`config.mk`:
```
export PLATFORM = sky130hd
export DESIGN_NAME = target_command_status_led_io
export DESIGN_NICKNAME = d
export VERILOG_FILES = /design/src/tcs_pkg.sv /design/src/led_mapper.sv /design/src/status_sync.sv /design/src/target_command_status_led_io.sv
export VERILOG_INCLUDE_DIRS = /design/src
export SDC_FILE = /design/constraint.sdc
export NUM_CORES = 1
export LEC_CHECK = 0
export ABC_CLOCK_PERIOD_IN_PS = 2100
export BUFFER_PORTS_ARGS = -buffer_cell sky130_fd_sc_hd__buf_2
export CAP_MARGIN = 10
export CELL_PAD_IN_SITES_DETAIL_PLACEMENT = 1
export CELL_PAD_IN_SITES_GLOBAL_PLACEMENT = 1
export CORE_MARGIN = 2
export CORE_UTILIZATION = 41
export CTS_BUF_LIST = sky130_fd_sc_hd__clkbuf_16
export DETAILED_ROUTE_END_ITERATION = 10
export PLACE_DENSITY = 0.84
export SETUP_SLACK_MARGIN = 0.1
export SKIP_CTS_REPAIR_TIMING = 1
export SLEW_MARGIN = 20
export SYNTH_ARGS = -nofsm -noshare
export SYNTH_HDL_FRONTEND = slang
export SYNTH_SLANG_ARGS = --single-unit
```
`constraint.sdc`:
```
create_clock -name ref_clk_i -period 2.1 [get_ports ref_clk_i]
set_input_delay 0.42 -clock ref_clk_i [delete_from_list [all_inputs] [get_ports ref_clk_i]]
set_output_delay 0.42 -clock ref_clk_i [all_outputs]
set_load 0.02 [all_outputs]
```
`src/tcs_defines.svh`:
```
`ifndef TCS_DEFINES_SVH
`define TCS_DEFINES_SVH

// Register byte offsets on the AXI4-Lite bus.
`define REG_CMD_OFS      8'h00
`define REG_STATUS_OFS   8'h04
`define REG_MAP0_OFS     8'h08
`define REG_MAP1_OFS     8'h0C
`define REG_MAP2_OFS     8'h10
`define REG_MAP3_OFS     8'h14
`define REG_LEDCTL_OFS   8'h18
`define REG_NETLED_OFS   8'h1C

// Reset values.
`define CMD_RST          8'h00
`define MAP0_RST         9'h000
`define LEDCTL_RST       8'h01

// Field positions inside a map register: select mask in [7:0], high-true in bit 8.
`define MAP_SEL_LSB      0
`define MAP_HIGH_BIT     8

// Heartbeat half period in ns and the derived cycle count at 200 MHz.
`define HB_HALF_NS       250000000
`define CLK_PERIOD_NS    5
`define HB_HALF_CYC      (`HB_HALF_NS / `CLK_PERIOD_NS)

// AXI response codes.
`define RESP_OKAY        2'b00
`define RESP_SLVERR      2'b10

`endif

```
`src/tcs_pkg.sv`:
```
package tcs_pkg;

	// One status LED mapping: which inputs feed it and its polarity.
	typedef struct packed {
		logic       high_true;
		logic [7:0] sel;
	} led_map_t;

	// Network activity LED group.
	typedef struct packed {
		logic rx;
		logic tx;
		logic link;
		logic polarity;
	} net_led_t;

	// Read channel answer states, Gray ordered.
	typedef enum logic [1:0] {
		RD_IDLE = 2'b00,
		RD_RESP = 2'b01
	} rd_state_t;

	// Write channel answer states, Gray ordered.
	typedef enum logic [1:0] {
		WR_IDLE = 2'b00,
		WR_RESP = 2'b01
	} wr_state_t;

endpackage : tcs_pkg
```
`src/led_mapper.sv`:
```
`timescale 1ns/1ps
`default_nettype none

// Combines mapped status bits into one LED drive level.
module led_mapper
	import tcs_pkg::*;
(
	input  wire logic     [7:0] status_on_i,
	input  wire led_map_t       map_i,
	output logic                led_o
);

	logic [7:0] lvl;   // Raw trace levels recovered from on/off.

	// An active-low input reads on when its trace is low, so the trace level is the inverse.
	// A low-true mapping lights when any selected trace is low; high-true when any is high.
	always_comb
	begin
		lvl = ~status_on_i;
		if (map_i.high_true)
		begin
			led_o = |(lvl & map_i.sel);                  // [RULE7]
		end
		else
		begin
			led_o = |(status_on_i & map_i.sel);          // [RULE6]
		end
	end

endmodule : led_mapper

`default_nettype wire

```
`src/status_sync.sv`:
```
`timescale 1ns/1ps
`default_nettype none

// Two-flop synchroniser for one asynchronous input bit.
module status_sync
(
	input  wire logic ref_clk_i,
	input  wire logic reset_i,
	input  wire logic async_i,
	output logic      sync_o
);

	logic meta_q;   // First stage, read only by the second stage.
	logic meta_d;   // Next value of the first stage.
	logic sync_q;   // Second stage, safe to use.
	logic sync_d;   // Next value of the second stage.

	// Next values; reset parks both stages at the idle (high) trace level.
	always_comb
	begin
		meta_d = async_i;
		sync_d = meta_q;
	end

	// Registers only.
	always_ff @(posedge ref_clk_i)
	begin
		if (reset_i)
		begin
			meta_q <= 1'b1;
			sync_q <= 1'b1;
		end
		else
		begin
			meta_q <= meta_d;
			sync_q <= sync_d;
		end
	end

	assign sync_o = sync_q;

endmodule : status_sync

`default_nettype wire

```
`src/target_command_status_led_io.sv`:
```
// Contract
// RULE1 - Eight independent command outputs for target traces.
// RULE2 - Asserted command drives trace low.
// RULE3 - Unasserted command is high impedance.
// RULE4 - Status reads on when trace low.
// RULE5 - Software reads all status bits anytime.
// RULE6 - Eight inputs mapped onto four LEDs.
// RULE7 - Each LED mapping has selectable polarity.
// RULE8 - Command zero serves as target reset.
// RULE9 - LED zero defaults to heartbeat.
// RULE10 - Network LEDs show rx, tx, link, polarity.
// RULE11 - Status inputs pass two-flop synchroniser.
//
// Design decisions made here: register access over AXI4-Lite and the register addresses.
`timescale 1ns/1ps
`default_nettype none
`include "tcs_defines.svh"

module target_command_status_led_io
	import tcs_pkg::*;
#(
	parameter int unsigned    NCMD        = 8,
	parameter int unsigned    NSTAT       = 8,
	parameter int unsigned    HB_HALF_CYC = `HB_HALF_CYC
)
(
	input  wire logic         ref_clk_i,
	input  wire logic         reset_i,
	// AXI4-Lite slave.
	input  wire logic [7:0]   s_axi_awaddr,
	input  wire logic         s_axi_awvalid,
	output logic              s_axi_awready,
	input  wire logic [31:0]  s_axi_wdata,
	input  wire logic [3:0]   s_axi_wstrb,
	input  wire logic         s_axi_wvalid,
	output logic              s_axi_wready,
	output logic [1:0]        s_axi_bresp,
	output logic              s_axi_bvalid,
	input  wire logic         s_axi_bready,
	input  wire logic [7:0]   s_axi_araddr,
	input  wire logic         s_axi_arvalid,
	output logic              s_axi_arready,
	output logic [31:0]       s_axi_rdata,
	output logic [1:0]        s_axi_rresp,
	output logic              s_axi_rvalid,
	input  wire logic         s_axi_rready,
	// Target pins.
	output logic [NCMD-1:0]   cmd_o,
	output logic [NCMD-1:0]   cmd_oe_o,
	input  wire logic [NSTAT-1:0] status_n_i,
	// Network interface activity inputs, same clock.
	input  wire net_led_t     net_act_i,
	// Front panel.
	output logic [3:0]        status_led_o,
	output net_led_t          net_led_o
);

	// Software state.
	logic [NCMD-1:0]  cmd_q, cmd_d;            // Asserted command bits.
	led_map_t [3:0]   map_q, map_d;            // Per-LED mapping.
	logic [7:0]       ledctl_q, ledctl_d;      // Bit 0: LED 0 shows heartbeat.
	// Bus state.
	wr_state_t        wst_q, wst_d;
	rd_state_t        rst_q, rst_d;
	logic             aw_got_q, aw_got_d;      // Write address held.
	logic             w_got_q, w_got_d;        // Write data held.
	logic [7:0]       awaddr_q, awaddr_d;
	logic [31:0]      wdata_q, wdata_d;
	logic [3:0]       wstrb_q, wstrb_d;
	logic [1:0]       bresp_q, bresp_d;
	logic [31:0]      rdata_q, rdata_d;
	logic [1:0]       rresp_q, rresp_d;
	// Heartbeat.
	logic [31:0]      hb_cnt_q, hb_cnt_d;
	logic             hb_q, hb_d;
	// Pin and LED registers.
	logic [NCMD-1:0]  cmd_pin_q, cmd_oe_q;
	logic [3:0]       led_q, led_d;
	net_led_t         net_q;
	// Synchronised status, converted to on/off.
	logic [NSTAT-1:0] stat_sync;
	logic [NSTAT-1:0] stat_on;
	logic [3:0]       led_map_out;

	// Each status input crosses in through two flops before any use.
	genvar gi;
	generate
		for (gi = 0; gi < NSTAT; gi++)
		begin : g_sync
			status_sync u_sync
			(
				.ref_clk_i (ref_clk_i),
				.reset_i   (reset_i),
				.async_i   (status_n_i[gi]),
				.sync_o    (stat_sync[gi])       // [RULE11]
			);
		end
		for (gi = 0; gi < 4; gi++)
		begin : g_led
			led_mapper u_map
			(
				.status_on_i (stat_on[7:0]),
				.map_i       (map_q[gi]),
				.led_o       (led_map_out[gi])
			);
		end
	endgenerate

	// Low trace means on.
	assign stat_on = ~stat_sync;                        // [RULE4]

	// Heartbeat toggles every half period while the clock runs.
	always_comb
	begin
		if (hb_cnt_q >= HB_HALF_CYC - 1)
		begin
			hb_cnt_d = 32'h0000_0000;
			hb_d     = ~hb_q;
		end
		else
		begin
			hb_cnt_d = hb_cnt_q + 32'h0000_0001;
			hb_d     = hb_q;
		end
	end

	// LED drive: LED 0 takes the heartbeat unless software hands it to a mapping.
	always_comb
	begin
		led_d    = led_map_out;                         // [RULE6]
		if (ledctl_q[0])
		begin
			led_d[0] = hb_q;                            // [RULE9]
		end
	end

	// Write channel: address and data may arrive in either order; answer once both are held.
	always_comb
	begin
		wst_d    = wst_q;
		aw_got_d = aw_got_q;
		w_got_d  = w_got_q;
		awaddr_d = awaddr_q;
		wdata_d  = wdata_q;
		wstrb_d  = wstrb_q;
		bresp_d  = bresp_q;
		cmd_d    = cmd_q;
		map_d    = map_q;
		ledctl_d = ledctl_q;
		case (wst_q)
			WR_IDLE:
			begin
				if (s_axi_awvalid && !aw_got_q)
				begin
					aw_got_d = 1'b1;
					awaddr_d = s_axi_awaddr;
				end
				if (s_axi_wvalid && !w_got_q)
				begin
					w_got_d = 1'b1;
					wdata_d = s_axi_wdata;
					wstrb_d = s_axi_wstrb;
				end
				if (aw_got_q && w_got_q)
				begin
					// Only byte lane 0 and 1 carry data; other lanes are ignored.
					bresp_d = `RESP_OKAY;
					case (awaddr_q)
						`REG_CMD_OFS:
						begin
							if (wstrb_q[0])
							begin
								cmd_d = wdata_q[NCMD-1:0];      // [RULE1] [RULE8]
							end
						end
						`REG_MAP0_OFS, `REG_MAP1_OFS, `REG_MAP2_OFS, `REG_MAP3_OFS:
						begin
							if (wstrb_q[0])
							begin
								map_d[awaddr_q[3:2] - 2'd2].sel = wdata_q[7:0];
							end
							if (wstrb_q[1])
							begin
								map_d[awaddr_q[3:2] - 2'd2].high_true =
									wdata_q[`MAP_HIGH_BIT];       // [RULE7]
							end
						end
						`REG_LEDCTL_OFS:
						begin
							if (wstrb_q[0])
							begin
								ledctl_d = wdata_q[7:0];
							end
						end
						`REG_STATUS_OFS, `REG_NETLED_OFS:
						begin
							bresp_d = `RESP_OKAY;           // Read-only; write ignored.
						end
						default:
						begin
							bresp_d = `RESP_SLVERR;         // Unmapped address.
						end
					endcase
					aw_got_d = 1'b0;
					w_got_d  = 1'b0;
					wst_d    = WR_RESP;
				end
			end
			WR_RESP:
			begin
				if (s_axi_bready)
				begin
					wst_d = WR_IDLE;
				end
			end
			default:
			begin
				wst_d = WR_IDLE;
			end
		endcase
	end

	// Read channel: sample the register at the edge where the address is taken; the answer is valid the next cycle.
	always_comb
	begin
		rst_d   = rst_q;
		rdata_d = rdata_q;
		rresp_d = rresp_q;
		case (rst_q)
			RD_IDLE:
			begin
				if (s_axi_arvalid)
				begin
					rresp_d = `RESP_OKAY;
					rdata_d = 32'h0000_0000;
					case (s_axi_araddr)
						`REG_CMD_OFS:    rdata_d[NCMD-1:0] = cmd_q;
						`REG_STATUS_OFS: rdata_d[NSTAT-1:0] = stat_on;   // [RULE5]
						`REG_MAP0_OFS:   rdata_d[8:0] = map_q[0];
						`REG_MAP1_OFS:   rdata_d[8:0] = map_q[1];
						`REG_MAP2_OFS:   rdata_d[8:0] = map_q[2];
						`REG_MAP3_OFS:   rdata_d[8:0] = map_q[3];
						`REG_LEDCTL_OFS: rdata_d[7:0] = ledctl_q;
						`REG_NETLED_OFS: rdata_d[3:0] = net_q;
						default:         rresp_d = `RESP_SLVERR;
					endcase
					rst_d = RD_RESP;
				end
			end
			RD_RESP:
			begin
				if (s_axi_rready)
				begin
					rst_d = RD_IDLE;
				end
			end
			default:
			begin
				rst_d = RD_IDLE;
			end
		endcase
	end

	// All registers of the block.
	always_ff @(posedge ref_clk_i)
	begin
		if (reset_i)
		begin
			cmd_q     <= `CMD_RST;
			map_q     <= {4{`MAP0_RST}} ;
			ledctl_q  <= `LEDCTL_RST;
			wst_q     <= WR_IDLE;
			rst_q     <= RD_IDLE;
			aw_got_q  <= 1'b0;
			w_got_q   <= 1'b0;
			awaddr_q  <= 8'h00;
			wdata_q   <= 32'h0000_0000;
			wstrb_q   <= 4'h0;
			bresp_q   <= `RESP_OKAY;
			rdata_q   <= 32'h0000_0000;
			rresp_q   <= `RESP_OKAY;
			hb_cnt_q  <= 32'h0000_0000;
			hb_q      <= 1'b0;
			cmd_pin_q <= '0;
			cmd_oe_q  <= '0;
			led_q     <= 4'h0;
			net_q     <= '0;
		end
		else
		begin
			cmd_q     <= cmd_d;
			map_q     <= map_d;
			ledctl_q  <= ledctl_d;
			wst_q     <= wst_d;
			rst_q     <= rst_d;
			aw_got_q  <= aw_got_d;
			w_got_q   <= w_got_d;
			awaddr_q  <= awaddr_d;
			wdata_q   <= wdata_d;
			wstrb_q   <= wstrb_d;
			bresp_q   <= bresp_d;
			rdata_q   <= rdata_d;
			rresp_q   <= rresp_d;
			hb_cnt_q  <= hb_cnt_d;
			hb_q      <= hb_d;
			cmd_pin_q <= '0;                           // [RULE2]
			cmd_oe_q  <= cmd_d;                        // [RULE3]
			led_q     <= led_d;
			net_q     <= net_act_i;                    // [RULE10]
		end
	end

	// Ready signals are registered states: address and data taken while not yet held.
	assign s_axi_awready = (wst_q == WR_IDLE) && !aw_got_q;
	assign s_axi_wready  = (wst_q == WR_IDLE) && !w_got_q;
	assign s_axi_bvalid  = (wst_q == WR_RESP);
	assign s_axi_bresp   = bresp_q;
	assign s_axi_arready = (rst_q == RD_IDLE);
	assign s_axi_rvalid  = (rst_q == RD_RESP);
	assign s_axi_rdata   = rdata_q;
	assign s_axi_rresp   = rresp_q;
	assign cmd_o         = cmd_pin_q;
	assign cmd_oe_o      = cmd_oe_q;
	assign status_led_o  = led_q;
	assign net_led_o     = net_q;

endmodule : target_command_status_led_io

`default_nettype wire

```
==> results.cfg <==
[outcome]
status = finished, final reports clean

[timing]
slew_violations = 0
tightest_slew_ps = 533
setup_viol = 0
finalCritPeriodShare = 0.941
final_hold_viol_count = 0
slew_headroom = 0.643
min_period_ps = 1980
fin_ws_ps = 124
rsz0062_at_grt = yes
fin_skew_ps = 7.60
timing.fmax_mhz = 506
hold_ws_ps = 171

[global_routing]
grt_max_degree = 67
gr-total-overflow = 0
antenna_found_initial = 0
grt_util_all_layers = 0.217
first_global_vias = 5256
grt_pass1_wl_mm = 27.4

[yosys]
ys_seq_elements = 143
syn_inst = 692
synth_top_area_frac = 0.456
avgSynthCellArea_um2 = 9.08
synthTopCellsByCount = dfxtp_1, nor2_1, nand2_1
syn_area_um2 = 6280
synthFlopType = dfxtp_1
synth_top_area_cell = dfxtp_1
synth_edf_count = 0
yosysWarningCount = 0
async_flop_share = 0
ys_seq_area_frac = 0.456
synth_most_common_cell = dfxtp_1
synth.area.top_cells = dfxtp_1, mux2i_1, nor2_1
synthDistinctLibCells = 54

[finish]
post-route-util = 0.493
fin_nets = 851
post_route_cells_drive_above_1_share = 0.203
diodes = 0
area_growth_pct = 18.4
fin_cells = 980

[route]
via_per_inst = 5.37
drc = 0
ant_nets = 0
drt_iter0_markers = 309
drt_wl_total_mm = 17.4
wl_per_cell_um = 17.7
drtPass1Iterations = 6
vias = 5264

[place]
dp_cells = 948
place.gp.congestion = 0.894
post-dp-hpwl_mm = 12.2
pre_cts_slack_ps = 0.408
io_buffers = 77

[worst_setup_path]
cp_slowest_cell = or4_4
crit_required_ps = 2400
path_delay_family = simple AND/OR/NAND/NOR gates
crit_path_start = awaddr_q[1]$_SDFFE_PP0P_
cp-end-kind = flop
r2r_cells = 5
critPathArrivalTime_ps = 2280
r2r_setup_slack_ps = 120
cp.depth = 5
critPathMaxFanout = 8
crit_type = reg -> reg
r2r_start = awaddr_q[1]$_SDFFE_PP0P_
cp_num_buf_inv = 0
startpoint_type = flop
cp-endpoint = ledctl_q[6]$_SDFFE_PP0P_
max_stage_delay_ps = 540
worstPathCellList = or4_4 -> or3_4 -> nor2_8 -> mux2i_1 -> nor2_1
reg2reg_to = ledctl_q[6]$_SDFFE_PP0P_

[clock_tree]
h-tree-depth = 4
cts_tree = built
clockRootBuffer = clkbuf_16
clk_latency_ps = 430
cts_max_path_buffers = 2
cts_inserted_buffers = 17
cts.sinks = 143
path_clk_slew_ps = 60

[floorplanning]
dieWidth_um = 128
io_pins = 136
initial_core_util = 0.417
die_area_um2 = 16300
fp.dieH_um = 128
num_rows = 45
coreArea_um2 = 15100

[hold_path]
hold_path.class = in -> reg

[power]
p_per_area_nw_per_um2 = 844
peakVddDrop_uv = 555
p_leak_uw = 0.00317
power_uw = 6280

[flow_run]
maxCapViolCount = 0
[final cells by class]
| cell class | instances | area [um^2] |
|---|---|---|
| inverter | 17 | 63.8 |
| fill | 1771 | 7650 |
| clock buffer | 17 | 425 |
| tap | 188 | 235 |
| multi-input combinational | 507 | 3140 |
| sequential | 143 | 2860 |
| timing repair buffer | 93 | 546 |
| clock inverter | 15 | 171 |
[routing by layer]
metal  vias to the layer above  GRT usage  routed length, um
li1                       2523          -                  -
met1                      2557      0.264               7430
met2                       143      0.367               8590
met3                        41     0.0438                793
met4                         0      0.103                540
met5                         -          0                  0
[state kept, by name, summed over array words and instances, names as in the netlist]
signal / count
map_q: 36
hb_cnt_q: 32
s_axi_rdata: 9
wdata_q: 9
awaddr_q: 8
cmd_oe_o: 8
g_sync.u_sync.meta_q: 8
g_sync.u_sync.sync_o: 8
ledctl_q: 8
net_led_o: 4
status_led_o: 4
wstrb_q: 2
aw_got_q: 1
hb_q: 1
rst_q: 1
s_axi_bresp: 1
s_axi_rresp: 1
w_got_q: 1
wst_q: 1
[cells by family (layout without fill, tap and decap cells)]
kind of cell | count (synthesis) | count (layout) | share of synthesized area
AO/OA/AOI/OAI | 109 | 109 | 0.119
XOR/XNOR | 24 | 24 | 0.0334
adder cells (fa/ha/maj) | 1 | 1 | 0.00199
buffers and inverters | 80 | 142 | 0.0731
flip-flops | 143 | 143 | 0.456
multiplexers | 66 | 66 | 0.106
other | 1 | 39 | 0.000597
AND/OR/NAND/NOR | 268 | 268 | 0.210
[through the flow]
stage / setup TNS [ps] / cell area [um^2]
detailed placement: 0 / 6810
global route: 0 / 7440
global placement: 0 / 6810
finish: 0 / 7440
CTS: -175 / 7410
floorplan: 0 / 6430
[report_power, final]
group	leakage, uW	switching [uW]	internal (uW)
logic	0.00172	249	126
registers	0.00116	76.5	2770
clock network	0.000286	1200	1860
[how the worst min path moves through the flow]
stage / start / endpoint / cells past startpoint
2_1_floorplan: g_sync[0].u_sync.meta_q$_SDFF_PP1_ / g_sync[0].u_sync.sync_o$_SDFF_PP1_ / 1
3_3_place_gp: g_sync[0].u_sync.meta_q$_SDFF_PP1_ / g_sync[0].u_sync.sync_o$_SDFF_PP1_ / 1
3_5_place_dp: g_sync[5].u_sync.meta_q$_SDFF_PP1_ / g_sync[5].u_sync.sync_o$_SDFF_PP1_ / 1
4_1_cts: s_axi_rready / rst_q[0]$_SDFFE_PP0P_ / 2
5_1_grt: s_axi_rready / rst_q[0]$_SDFFE_PP0P_ / 2
6_report: s_axi_rready / rst_q[0]$_SDFFE_PP0P_ / 2
[layout by cell type (no fill, tap or decap), drive strengths merged, types with 4 or more instances in the layout]
master | netlist | layout
o22ai | 7 | 7
nand2 | 69 | 69
mux2i | 63 | 63
a31oi | 5 | 5
nor3 | 10 | 10
clkbuf | 20 | 17
nand3 | 23 | 23
a22o | 7 | 7
a21oi | 27 | 27
and3 | 4 | 4
xnor2 | 8 | 8
xor2 | 16 | 16
a221oi | 11 | 11
conb | 1 | 39
inv | 17 | 17
nand4 | 11 | 11
or2 | 18 | 18
a211oi | 4 | 4
nor2 | 98 | 98
buf | 43 | 93
o21ai | 18 | 18
nor2b | 12 | 12
dfxtp | 143 | 143
a22oi | 11 | 11
a222oi | 9 | 9
clkinv | 0 | 9
Note: power is estimated with default switching activity, not from simulation.
